<file path="config.mk">
export PLATFORM = sky130hd
export DESIGN_NAME = flash_security
export DESIGN_NICKNAME = d
export VERILOG_FILES = /design/src/flash_sec_pkg.sv /design/src/flash_clock_divider.sv /design/src/flash_security.sv
export SDC_FILE = /design/constraint.sdc
export NUM_CORES = 1
export LEC_CHECK = 0
export ABC_AREA = 0
export BUFFER_PORTS_ARGS = -buffer_cell sky130_fd_sc_hd__buf_2
export CAP_MARGIN = 40
export CORE_MARGIN = 8
export CORE_UTILIZATION = 35
export DETAILED_ROUTE_END_ITERATION = 10
export GPL_TIMING_DRIVEN = 1
export PLACE_DENSITY = 0.64
export SLEW_MARGIN = 0
export SYNTH_ARGS = -nofsm -noshare
export SYNTH_HDL_FRONTEND = slang
export SYNTH_SLANG_ARGS = --single-unit
</file>
<file path="constraint.sdc">
create_clock -name pclk -period 1.9 [get_ports pclk]
set_input_delay 0.095 -clock pclk [delete_from_list [all_inputs] [get_ports pclk]]
set_output_delay 0.095 -clock pclk [all_outputs]
set_load 0.1 [all_outputs]
</file>
<file path="src/flash_sec_pkg.sv">
/*
 * Package for the flash security gate and clock divider: register offsets,
 * field positions, reset values, security codes and shared carrier structs.
 * Assumes a 32-bit APB slave with one byte-wide register per aligned word.
 */
package flash_sec_pkg;

	// Register byte offsets
	localparam logic [11:0] off_clock_divider   = 12'h000;
	localparam logic [11:0] off_config          = 12'h004;
	localparam logic [11:0] off_option          = 12'h008;
	localparam logic [11:0] off_protection      = 12'h00C;
	localparam logic [11:0] off_status          = 12'h010;
	localparam logic [11:0] off_key_stored_lo   = 12'h014;
	localparam logic [11:0] off_key_stored_hi   = 12'h018;
	localparam logic [11:0] off_key_entry       = 12'h01C;
	localparam logic [11:0] off_blank_result    = 12'h020;

	// Divider register fields
	localparam int          pos_divisor_loaded_flag           = 7;
	localparam int          pos_prescale        = 6;
	localparam int          divisor_width       = 6;
	localparam logic [7:0]  clock_divider_reset = 8'h00;
	localparam logic [2:0]  prescale_count_max  = 3'h7;

	// Option register fields
	localparam int          pos_backdoor_enable = 7;
	localparam logic [7:0]  option_reserved_mask = 8'hC3;

	// Config register fields
	localparam int          pos_key_write_access = 5;
	localparam logic [7:0]  config_write_mask    = 8'hE0;
	localparam logic [7:0]  config_reset         = 8'h00;

	// Security codes
	localparam logic [1:0]  security_code_unsecured = 2'h2;

	// Backdoor key
	localparam int          key_bytes            = 8;
	localparam logic [3:0]  key_index_full       = 4'h8;

	// Status register bit positions
	localparam int          pos_stat_secure      = 0;
	localparam int          pos_stat_erase_ok    = 1;
	localparam int          pos_stat_debug_ok    = 2;
	localparam int          pos_stat_bgnd_ok     = 3;
	localparam int          pos_stat_key_cnt     = 4;

	typedef struct packed {
		logic        valid;
		logic        write;
		logic        from_secure;
		logic        from_debug;
	} mem_access_t;

	typedef struct packed {
		logic        prescale_by_eight;
		logic [5:0]  divisor_field;
	} divider_setting_t;

endpackage

</file>
<file path="src/flash_clock_divider.sv">
/*
 * Flash clock divider: optional divide by eight, then divide by divisor+1.
 * Emits a one-cycle tick per internal flash clock period and a timing pulse
 * count. Assumes the setting is static once loaded and enable is a level.
 */
`timescale 1ns/10ps
module flash_clock_divider (
	// Clock and reset
	input  wire logic                             pclk,
	input  wire logic                             presetn,
	// Control
	input  wire logic                             enable,
	input  wire flash_sec_pkg::divider_setting_t  setting,
	// Timebase
	output logic                                  flash_clk_tick,
	output logic [15:0]                           pulse_count
);
	import flash_sec_pkg::*;

	logic [2:0]  pre_q;
	logic [2:0]  pre_d;
	logic [5:0]  div_q;
	logic [5:0]  div_d;
	logic [15:0] pulses_q;
	logic        tick_q;
	wire         pre_tick;
	wire         div_wrap;

	// Prescaler stage advances the divider every eighth edge when prescale_by_eight is set, every edge otherwise
	assign pre_tick = setting.prescale_by_eight ?
		(pre_q == prescale_count_max) : 1'b1;
	assign pre_d    = enable ? pre_q + 3'h1 : 3'h0;
	assign div_wrap = pre_tick && (div_q == setting.divisor_field);
	assign div_d    = !enable ? 6'h00 :
		(div_wrap ? 6'h00 : (pre_tick ? div_q + 6'h01 : div_q));

	always_ff @(posedge pclk or negedge presetn) begin
		if (!presetn) begin
			pre_q    <= 3'h0;
			div_q    <= 6'h00;
			tick_q   <= 1'b0;
			pulses_q <= 16'h0000;
		end else begin
			pre_q    <= pre_d;
			div_q    <= div_d;
			tick_q   <= enable && div_wrap;
			// One timing pulse is exactly one flash clock period
			if (enable && div_wrap)
				pulses_q <= pulses_q + 16'h0001;
		end
	end

	assign flash_clk_tick = tick_q;
	assign pulse_count    = pulses_q;

endmodule

</file>
<file path="src/flash_security.sv">
/*
 * Flash security gate with backdoor key, blank-check unlock, protection
 * register guard and the write-once flash clock divider register.
 * Assumes an APB master for registers, a memory access port from the CPU
 * and debug controller, and a static option byte and key from storage.
 */
// Implementation choices: the register offsets and the APB register port.
`timescale 1ns/10ps
module flash_security (
	// Clock and reset
	input  wire logic                        pclk,
	input  wire logic                        presetn,
	// APB slave
	input  wire logic                        psel,
	input  wire logic                        penable,
	input  wire logic                        pwrite,
	input  wire logic [11:0]                 paddr,
	input  wire logic [31:0]                 pwdata,
	output logic                             pready,
	output logic [31:0]                      prdata,
	output logic                             pslverr,
	input  wire logic                        apb_from_debug,
	// Nonvolatile storage
	input  wire logic [7:0]                  nonvolatile_option_byte,
	input  wire logic [63:0]                 backdoor_key_bytes,
	// Memory access port
	input  wire flash_sec_pkg::mem_access_t  mem_req,
	input  wire logic [7:0]                  mem_wdata_in,
	input  wire logic [7:0]                  mem_rdata_in,
	output logic                             mem_write_allow,
	output logic [7:0]                       mem_rdata_out,
	// Key location writes
	input  wire logic                        key_loc_write,
	input  wire logic                        key_loc_from_secure,
	input  wire logic [2:0]                  key_loc_index,
	input  wire logic [7:0]                  key_loc_data,
	output logic                             command_start,
	// Blank check result
	input  wire logic                        blank_check_done,
	input  wire logic                        blank_check_erased,
	// Debug and background mode
	input  wire logic                        debug_enable_req,
	input  wire logic                        background_mode_pin,
	input  wire logic                        background_entry_req,
	output logic                             debug_enable,
	output logic                             background_entry_allow,
	// Flash timing and security state
	output logic                             erase_program_enable,
	output logic                             flash_clk_tick,
	output logic [15:0]                      pulse_count,
	output logic                             secure
);
	import flash_sec_pkg::*;

	logic [7:0]  option_q;
	logic        option_loaded_q;
	logic [7:0]  config_q;
	logic [7:0]  protection_q;
	logic [7:0]  divider_q;
	logic [63:0] key_entry_q;
	logic [3:0]  key_count_q;
	logic        key_order_ok_q;
	logic        key_prev_write_q;
	logic        unlocked_q;
	logic        bkgd_strap_q;
	logic        strap_taken_q;
	logic [7:0]  last_key_q;
	logic        blank_ok_q;

	wire         apb_access;
	wire         apb_wr;
	wire         sel_divider;
	wire         sel_config;
	wire         sel_option;
	wire         sel_protection;
	wire         sel_status;
	wire         sel_key_lo;
	wire         sel_key_hi;
	wire         sel_key_entry;
	wire         sel_blank;
	wire         addr_mapped;
	wire         key_access;
	wire         backdoor_enabled;
	wire         code_unsecured;
	wire         key_write_ok;
	wire         key_access_clear;
	wire         key_match;
	wire         mem_blocked;
	wire [7:0]   status_word;
	wire [7:0]   read_byte;
	wire         divider_wr;
	divider_setting_t div_setting;

	// Bus decode
	assign apb_access     = psel && penable;
	assign apb_wr         = apb_access && pwrite;
	assign sel_divider    = (paddr == off_clock_divider);
	assign sel_config     = (paddr == off_config);
	assign sel_option     = (paddr == off_option);
	assign sel_protection = (paddr == off_protection);
	assign sel_status     = (paddr == off_status);
	assign sel_key_lo     = (paddr == off_key_stored_lo);
	assign sel_key_hi     = (paddr == off_key_stored_hi);
	assign sel_key_entry  = (paddr == off_key_entry);
	assign sel_blank      = (paddr == off_blank_result);
	assign addr_mapped    = sel_divider | sel_config | sel_option |
		sel_protection | sel_status | sel_key_lo | sel_key_hi |
		sel_key_entry | sel_blank;
	assign pready         = 1'b1;
	assign pslverr        = apb_access && !addr_mapped;

	// Security state
	assign key_access       = config_q[pos_key_write_access];
	assign backdoor_enabled = option_q[pos_backdoor_enable];
	assign code_unsecured   = (option_q[1:0] == security_code_unsecured);
	assign secure           = !code_unsecured;

	// Key entry: secure code only, enabled backdoor, ascending order
	assign key_write_ok = key_loc_write && key_access && backdoor_enabled &&
		key_loc_from_secure;
	assign command_start = key_loc_write && !key_access;
	assign key_access_clear = apb_wr && sel_config && key_access &&
		!pwdata[pos_key_write_access] && !apb_from_debug;
	assign key_match = (key_count_q == key_index_full) && key_order_ok_q &&
		(key_entry_q == backdoor_key_bytes);

	// Memory gate
	assign mem_blocked = secure &&
		(mem_req.from_debug || !mem_req.from_secure);
	assign mem_write_allow = mem_req.valid && mem_req.write && !mem_blocked;
	assign mem_rdata_out   = mem_blocked ? 8'h00 : mem_rdata_in;

	// Debug and background mode gating
	assign debug_enable = debug_enable_req && !secure;
	assign background_entry_allow = background_entry_req &&
		(!secure || bkgd_strap_q);

	// Program and erase only after the divider is loaded
	assign erase_program_enable = divider_q[pos_divisor_loaded_flag];

	assign div_setting.prescale_by_eight = divider_q[pos_prescale];
	assign div_setting.divisor_field     = divider_q[divisor_width-1:0];
	assign divider_wr = apb_wr && sel_divider && !divider_q[pos_divisor_loaded_flag];

	assign status_word = {1'b0,
		key_count_q[2:0], background_entry_allow, debug_enable,
		erase_program_enable, secure};

	assign read_byte =
		sel_divider    ? divider_q :
		sel_config     ? (config_q & config_write_mask) :
		sel_option     ? (option_q & option_reserved_mask) :
		sel_protection ? protection_q :
		sel_status     ? status_word :
		sel_blank      ? {7'h00, blank_ok_q} :
		8'h00;

	// Option register: loaded on the first edge after reset, bus writes ignored
	always_ff @(posedge pclk or negedge presetn) begin
		if (!presetn) begin
			option_loaded_q <= 1'b0;
			option_q        <= 8'h00;
		end else if (!option_loaded_q) begin
			option_loaded_q <= 1'b1;
			option_q        <= nonvolatile_option_byte;
		end else if ((key_access_clear && backdoor_enabled && key_match) ||
			(blank_check_done && blank_check_erased)) begin
			option_q[1:0] <= security_code_unsecured;
		end
	end

	// Strap of the background mode pin, caught at release of reset
	always_ff @(posedge pclk or negedge presetn) begin
		if (!presetn) begin
			strap_taken_q <= 1'b0;
			bkgd_strap_q  <= 1'b0;
		end else if (!strap_taken_q) begin
			strap_taken_q <= 1'b1;
			bkgd_strap_q  <= !background_mode_pin;
		end
	end

	// Configuration and protection registers
	always_ff @(posedge pclk or negedge presetn) begin
		if (!presetn) begin
			config_q     <= config_reset;
			protection_q <= 8'h00;
		end else begin
			if (apb_wr && sel_config)
				config_q <= pwdata[7:0] & config_write_mask;
			// Application software cannot loosen protection
			if (!option_loaded_q)
				protection_q <= 8'hFF;
			else if (apb_wr && sel_protection && apb_from_debug)
				protection_q <= pwdata[7:0];
		end
	end

	// Write-once divider register
	always_ff @(posedge pclk or negedge presetn) begin
		if (!presetn)
			divider_q <= clock_divider_reset;
		else if (divider_wr)
			divider_q <= {1'b1, pwdata[6:0]};
	end

	// Key comparison capture
	always_ff @(posedge pclk or negedge presetn) begin
		if (!presetn) begin
			key_entry_q      <= 64'h0000000000000000;
			key_count_q      <= 4'h0;
			key_order_ok_q   <= 1'b1;
			key_prev_write_q <= 1'b0;
			last_key_q       <= 8'h00;
		end else begin
			key_prev_write_q <= key_loc_write;
			if (key_access_clear || !key_access) begin
				// Mismatch simply discards the entry
				key_count_q    <= 4'h0;
				key_order_ok_q <= 1'b1;
			end else if (key_write_ok) begin
				// Adjacent writes or out of order spoil the entry
				if (key_prev_write_q ||
					({1'b0, key_loc_index} != key_count_q))
					key_order_ok_q <= 1'b0;
				if (key_count_q != key_index_full)
					key_count_q <= key_count_q + 4'h1;
				key_entry_q <= {key_entry_q[55:0], key_loc_data};
				last_key_q  <= key_loc_data;
			end
		end
	end

	// Blank check outcome held for software
	always_ff @(posedge pclk or negedge presetn) begin
		if (!presetn)
			blank_ok_q <= 1'b0;
		else if (blank_check_done)
			blank_ok_q <= blank_check_erased;
	end

	// Read data registered at the edge that ends the setup phase
	always_ff @(posedge pclk or negedge presetn) begin
		if (!presetn)
			prdata <= 32'h00000000;
		else if (psel && !penable && !pwrite)
			prdata <= {24'h000000, read_byte};
	end

	flash_clock_divider u_divider (
		.pclk           (pclk),
		.presetn        (presetn),
		.enable         (divider_q[pos_divisor_loaded_flag]),
		.setting        (div_setting),
		.flash_clk_tick (flash_clk_tick),
		.pulse_count    (pulse_count)
	);

	wire unused_ok = &{1'b0, mem_wdata_in, sel_key_lo, sel_key_hi,
		sel_key_entry};

endmodule

</file>
---- After elaboration in Yosys (flattened, before gate mapping) ----
Cells that the tools add are included.
word-level totals
  register bits after elaboration ......... 134
  input bits .............................. 160
  output and inout port bits .............. 65
  word-level logic and storage cells ...... 122
operators by class
  add/subtract/negate cells ............... 4
  equal/unequal tests ..................... 18
  mux-type cells .......................... 22
  bitwise operators ....................... 9
  reduce and logical (&&, ||, !) cells .... 52
operators with widths
  operator                 number
  $eq A64 B64 Y1           1
  $mux W8                  7
  $eq A12 B5 Y1 const B    4
  $logic_and A1 B1 Y1      29
  $eq A12 B4 Y1 const B    2
  $mux W6                  3
  $add A16 B1 Y16 const B  1
  $eq A12 B3 Y1 const B    1
  $eq A12 B6 Y1 const B    1
  $logic_not A12 Y1        1
  $mux W4                  3
  $logic_not A1 Y1         11
  $or A1 B1 Y1             8
  $mux W7                  1
  $add A6 B1 Y6 const B    1
  $eq A6 B6 Y1             1
  $reduce_and A2 Y1        3
  $reduce_bool A2 Y1       3
  $logic_or A1 B1 Y1       5
  $mux W1                  5
  $add A4 B1 Y4 const B    1
  $eq A4 B4 Y1 const B     1
  $mux W2                  2
  $ne A2 B1 Y1 const B     2
  other kinds (8)          8

---- Longest topological paths before layout ----
  word-level depth ........................ 11
  gate-level depth with buffers ........... 9
  gate-level depth less buffers ........... 8

---- Hierarchy ----
A second synthesis with hierarchy kept.
second synthesis, totals
  cells, all modules ...................... 605
  area, all modules ....................... 6999.2 um^2
by module, submodules not included
  module               instances  cells each  area each (um^2)  seq. area each (um^2)
  flash_security       1          488         5713.0            2603.7
  flash_clock_divider  1          117         1286.2            650.6

---- Worst setup path after synthesis ----
OpenSTA, ideal clock, no wires.
  path kind ............................... register to register
  from .................................... reg option_q[0]
  to ...................................... reg prdata[3]
  setup time .............................. 0.067 ns
  data arrival time ....................... 3.722 ns
  required time ........................... 1.833 ns
  path slack .............................. -1.889 ns
  stages on the path, launching flop included .. 6
  buffers on the path ..................... 0
  period minus slack after synthesis ...... 3.789 ns
  path through ............................ dfrtp_1 > nor2b_1 > inv_1 > a21boi_0 > a211o_1 > o21a_1
between the ends
  longest elaborated chain between the ends .. 8
RTL lines
  what                              line                   text
  start: declaration                flash_security.sv:55   logic [7:0] option_q;
  start signal: assignment          flash_security.sv:165  option_q <= nonvolatile_option_byte;
  start signal: assignment          flash_security.sv:168  option_q[1:0] <= security_code_unsecured;
  $eq A2 B2 Y1                      flash_security.sv:115  assign code_unsecured = (option_q[1:0] == security_code_unsecured);
  $logic_or A1 B1 Y1                flash_security.sv:136  (!secure || bkgd_strap_q);
  $logic_and A1 B1 Y1               flash_security.sv:135  assign background_entry_allow = background_entry_req &&
  named net background_entry_allow  flash_security.sv:46   output logic background_entry_allow,
  $mux W7                           flash_security.sv:154  sel_status ? status_word :
  $mux W8                           flash_security.sv:153  sel_protection ? protection_q :
  $mux W8                           flash_security.sv:152  sel_option ? (option_q & option_reserved_mask) :
  $mux W8                           flash_security.sv:151  sel_config ? (config_q & config_write_mask) :
  $mux W8                           flash_security.sv:150  sel_divider ? divider_q :
  end signal: assignment            flash_security.sv:247  prdata <= {24'h000000, read_byte};
  end: declaration                  flash_security.sv:20   output logic [31:0] prdata,
The timed path passes the listed nets, and every way through them passes these cells.
A chain may end at the register's enable or synchronous reset.

---- Worst setup path after layout ----
  from .................................... reg u_divider.pre_q[0]
  to ...................................... reg u_divider.pulses_q[1], in the netlist u_divider.pulse_count[1]
between the ends
  longest elaborated chain between the ends .. 4
RTL lines
  what                      line                       text
  start: declaration        flash_clock_divider.sv:20  logic [2:0] pre_q;
  start signal: assignment  flash_clock_divider.sv:44  pre_q <= pre_d;
  $eq A3 B3 Y1              flash_clock_divider.sv:31  (pre_q == prescale_count_max) : 1'b1;
  $mux W1                   flash_clock_divider.sv:30  assign pre_tick = setting.prescale_by_eight ?
  $logic_and A1 B1 Y1       flash_clock_divider.sv:33  assign div_wrap = pre_tick && (div_q == setting.divisor_field);
  $logic_and A1 B1 Y1       flash_clock_divider.sv:48  if (enable && div_wrap)
  end signal: assignment    flash_clock_divider.sv:49  pulses_q <= pulses_q + 16'h0001;
  end: declaration          flash_clock_divider.sv:24  logic [15:0] pulses_q;
No other way between the ends.

==> metrics.md <==
| Metric | Value |
|---|---|
| Main combinational cell family by area after synthesis | multiplexers |
| Post-synth top area share | 46.5% |
| Sequential share of power | 35.8% |
| I/O Pins | 225 |
| Final-stage net count | 1,009 |
| H-tree depth | 4 |
| Antenna cells | 0 |
| Clock network fraction of design power | 40.8% |
| Die width | between 150 and 200 um |
| Synthesis warning total | 0 |
| Gr usage total | 15.3% |
| RSZ-0062 raised after global routing | yes |
| DRC Markers | 0 |
| Setup Crit Path Kind | reg -> reg |
| Bufs on Longest Clock Path | 2 |
| Slew Limit Fails | 0 |
| GRT busiest layer | met2 |
| Worst-path clk slew | 60 ps |
| Most frequent cells in the layout | buf_2, dfrtp_1, buf_4 |
| Sequential area share after synthesis | 46.9% |
| Failing checks | negative setup slack |
| Hold Path Class | in -> reg |
| Slew headroom | 61.7% |
| First-pass GRT wire length | 29,200 um |
| Synth Register Bits | 130 |
| Largest net degree at the start of global routing | 59 |
| Design Area, Final | 0.00968 mm^2 |
| Synth Flop Type | dfrtp_1 |
| Crit path DAT | roughly 2400 ps |
| Buffers on Ports | between 150 and 200 |
| Clk_skew | slightly above 8 ps |
| Power Dens Cells | 875 mW/mm^2 |
| Critical path launch point type | flop |
| Synth area leader | dfrtp_1 |
| HP Start | nonvolatile_option_byte[0] |
| Required time worst endpoint | 2200 ps |
| Max Clk Rate | 480 MHz |
| Period utilization | 110% |
| Sw Pwr | 0.00293 W |
| Layout area overhead | 39.4% |
| Initial Utilization | 35.7% |
| Total Wirelength | 18,400 um |
| WL per Instance | roughly 16 um |
| Post-route setup slack | -183 ps |
| Post-DP Area | 0.00866 mm^2 |
| Fin crit period | about 2100 ps |
| Met1 Resource Use GR | between 10% and 20% |
| Status | finished, violations left |
| Routed vias | 5,199 |
| Setup crit end kind | flop |
| LEAKAGE | slightly below 5 nW |
| Final HPWL DP | 14,300 um |
| Final setup violation count | 16 |
| Share of cells above drive strength 1 | 47.1% |
| Die Area | 0.0246 mm^2 |
| Filler instances | 1,744 |
| Initial drt markers | 358 |
| TritonCTS buffer count | 17 |
| Mux share of post-synthesis cell area | around 18% |
| DRT Pass-1 Iters | 5 |
| Vias in the first global route | 5,467 |
| Synth Instances | around 570 |
| Avg Vias per Cell | 4.64 |
| Worst setup path start | u_divider.pre_q[0]$_DFF_PN0_ |
| Hold_ws | 23.8 ps |
| Setup TNS | -1560 ps |
| Clk root buf | clkbuf_16 |
| Comb power frac | about a quarter |
| Cell internal pwr | 0.00555 W |
| Synth unique cells | 60 |
| Met2 Use GR | 24.6% |
| Launching point of the worst reg2reg path | u_divider.pre_q[0]$_DFF_PN0_ |
| Post-Synth XOR/XNOR Area | roughly 10% |
| Row count | 51 |
| Max Cap Violations | 0 |
| Synth Area per Inst | 12.1 um^2 |
| TritonCTS clock tree | yes |
| Met3 usage | 3.92% |
| Slew of the pin with the lowest slew margin | 575 ps |
| Synth area leaders | dfrtp_1, mux2_4, xnor2_1 |
| Most common cell after layout, fill and taps aside | buf_2 |
| Number of synthesized flops with an enable pin | 0 |
| Routed Antenna Nets | 0 |
| CP Max Fanout | 4 |
| Worst skew pair latency | 420 ps |
| Core ar. | just under 0.02 mm^2 |
| Post-synthesis adder-cell area fraction | around 1.1% |
| Sw Share | 34.5% |
| Post-synthesis compound-gate area fraction | 5.37% |
| Synthesized cell area | 0.00695 mm^2 |
| Height of the die | 157 um |
| Ys async rst share | 100% |
| Sink Count | 130 |
| VDD IR-drop max | ~630 uV |
| RePlAce Congestion | about 0.85 |
| Synth Area in Simple Gates | roughly an eighth |
| Hold Vio Cnt, Final | 0 |
| Initial antenna violation count | 1 |
| Total congestion overflow | 0 |
==> worst paths after layout <==
path | to | slack [ps] | depth (start not counted)
worst max-delay path | u_divider.pulse_count[1]$_DFFE_PN0P_ | -180 | 8
worst min-delay path | option_q[0]$_DFFE_PN0P_ | 20 | 3
worst max register to register | u_divider.pulse_count[1]$_DFFE_PN0P_ | -180 | 8
worst min register to register | u_divider.pre_q[0]$_DFF_PN0_ | 440 | 1
max in group asynchronous | key_order_ok_q$_DFFE_PN1P_ | 1040 | 3
min in group asynchronous | key_entry_q[3]$_DFFE_PN0P_ | 230 | 2
==> final cells by class <==
class                           instances  area [um^2]  area share [%]
Sequential cell                       130         3280            33.8
Inverter                               20         78.8           0.814
Clock buffer                           17          425            4.39
Clock inverter                         15          195            2.02
Multi-Input combinational cell        411         3530            36.4
Timing Repair Buffer                  263         1850            19.1
Tap cell                              265          332            3.42
==> repair_timing <==
item	4_1_cts	5_1_grt
hold buffers	24	0
resized for setup	13	16
endpoints found under the hold margin	87	0
cloned	1	0
pin swaps	8	11
setup endpoints to repair	29	31
buffers inserted	1	6
==> synth_stat cells, drive strengths merged (2+ instances only) <==
cell type,n
nor2b,7
a21oi,9
a22o,2
nor4,8
nand3,14
xor2,27
nor3,8
conb,2
o2bb2ai,3
and4,2
o221ai,2
mux2,79
mux2i,11
o21a,2
inv,20
xnor2,55
o22ai,2
nor2,23
clkbuf,3
or2,2
and2,17
nand4,17
and3,5
or4,3
a22oi,4
o21ai,16
o31ai,3
buf,34
dfrtp,129
a2111oi,4
ha,6
or3,2
nand2b,2
nand2,38
==> sequential cells by signal, indices dropped and copies added (netlist names), 3 cells and up <==
signal	cells
u_divider.pulse_count	16
u_divider.div_q	6
u_divider.pre_q	3
key_count_q	4
option_q	4
prdata	8
divider_q	8
protection_q	8
key_entry_q	64
config_q	3
==> stage by stage <==
stage	power [W]	util (%)	cells	worst slack [ps]
floorplan	0.00448	-	598	-273
global placement	0.00496	44.5	1057	-258
detailed placement	0.00498	44.5	1057	-247
CTS	0.00852	49.2	1115	-148
global route	0.00879	49.8	1121	-260
finish	0.00848	49.8	1121	-183
==> power groups by stage <==
| stage | sequential (W) | clock [W] | combinational (W) |
|---|---|---|---|
| 3_5_place_dp | 0.00308 | 0 | 0.00190 |
| 4_1_cts | 0.00303 | 0.00354 | 0.00195 |
| 2_1_floorplan | 0.00365 | 0 | 0.000827 |
| 6_report | 0.00303 | 0.00346 | 0.00198 |
| 5_1_grt | 0.00305 | 0.00367 | 0.00208 |
| 3_3_place_gp | 0.00308 | 0 | 0.00188 |
==> worst max-delay path, cell delays in order (launching register included) <==
cell	delay (ps)
dfrtp_1	350
ha_1	150
ha_1	150
nor2b_2	60
or4_4	440
nor3_4	250
buf_4	170
buf_6	90
mux2_2	320
==> logic make-up (layout without fill, tap and decap cells) <==
group                      count (synthesis)  in the layout
and+or+nand+nor                          150            150
other                                      2             26
adders and majority gates                  6              6
muxes                                     91             91
DFF                                      130            130
buffers and inverters                     57            315
AOI/OAI and AO/OA                         56             56
xor gates and xnor gates                  82             82
==> per-layer routing <==
metal / vias up / part of all wire [%]
li1: 2501 / -
met1: 2498 / 43
met2: 173 / 48
met3: 25 / 7.0
met4: 2 / 1.8
met5: - / 0.065
Power figures use the tool's default switching activity.
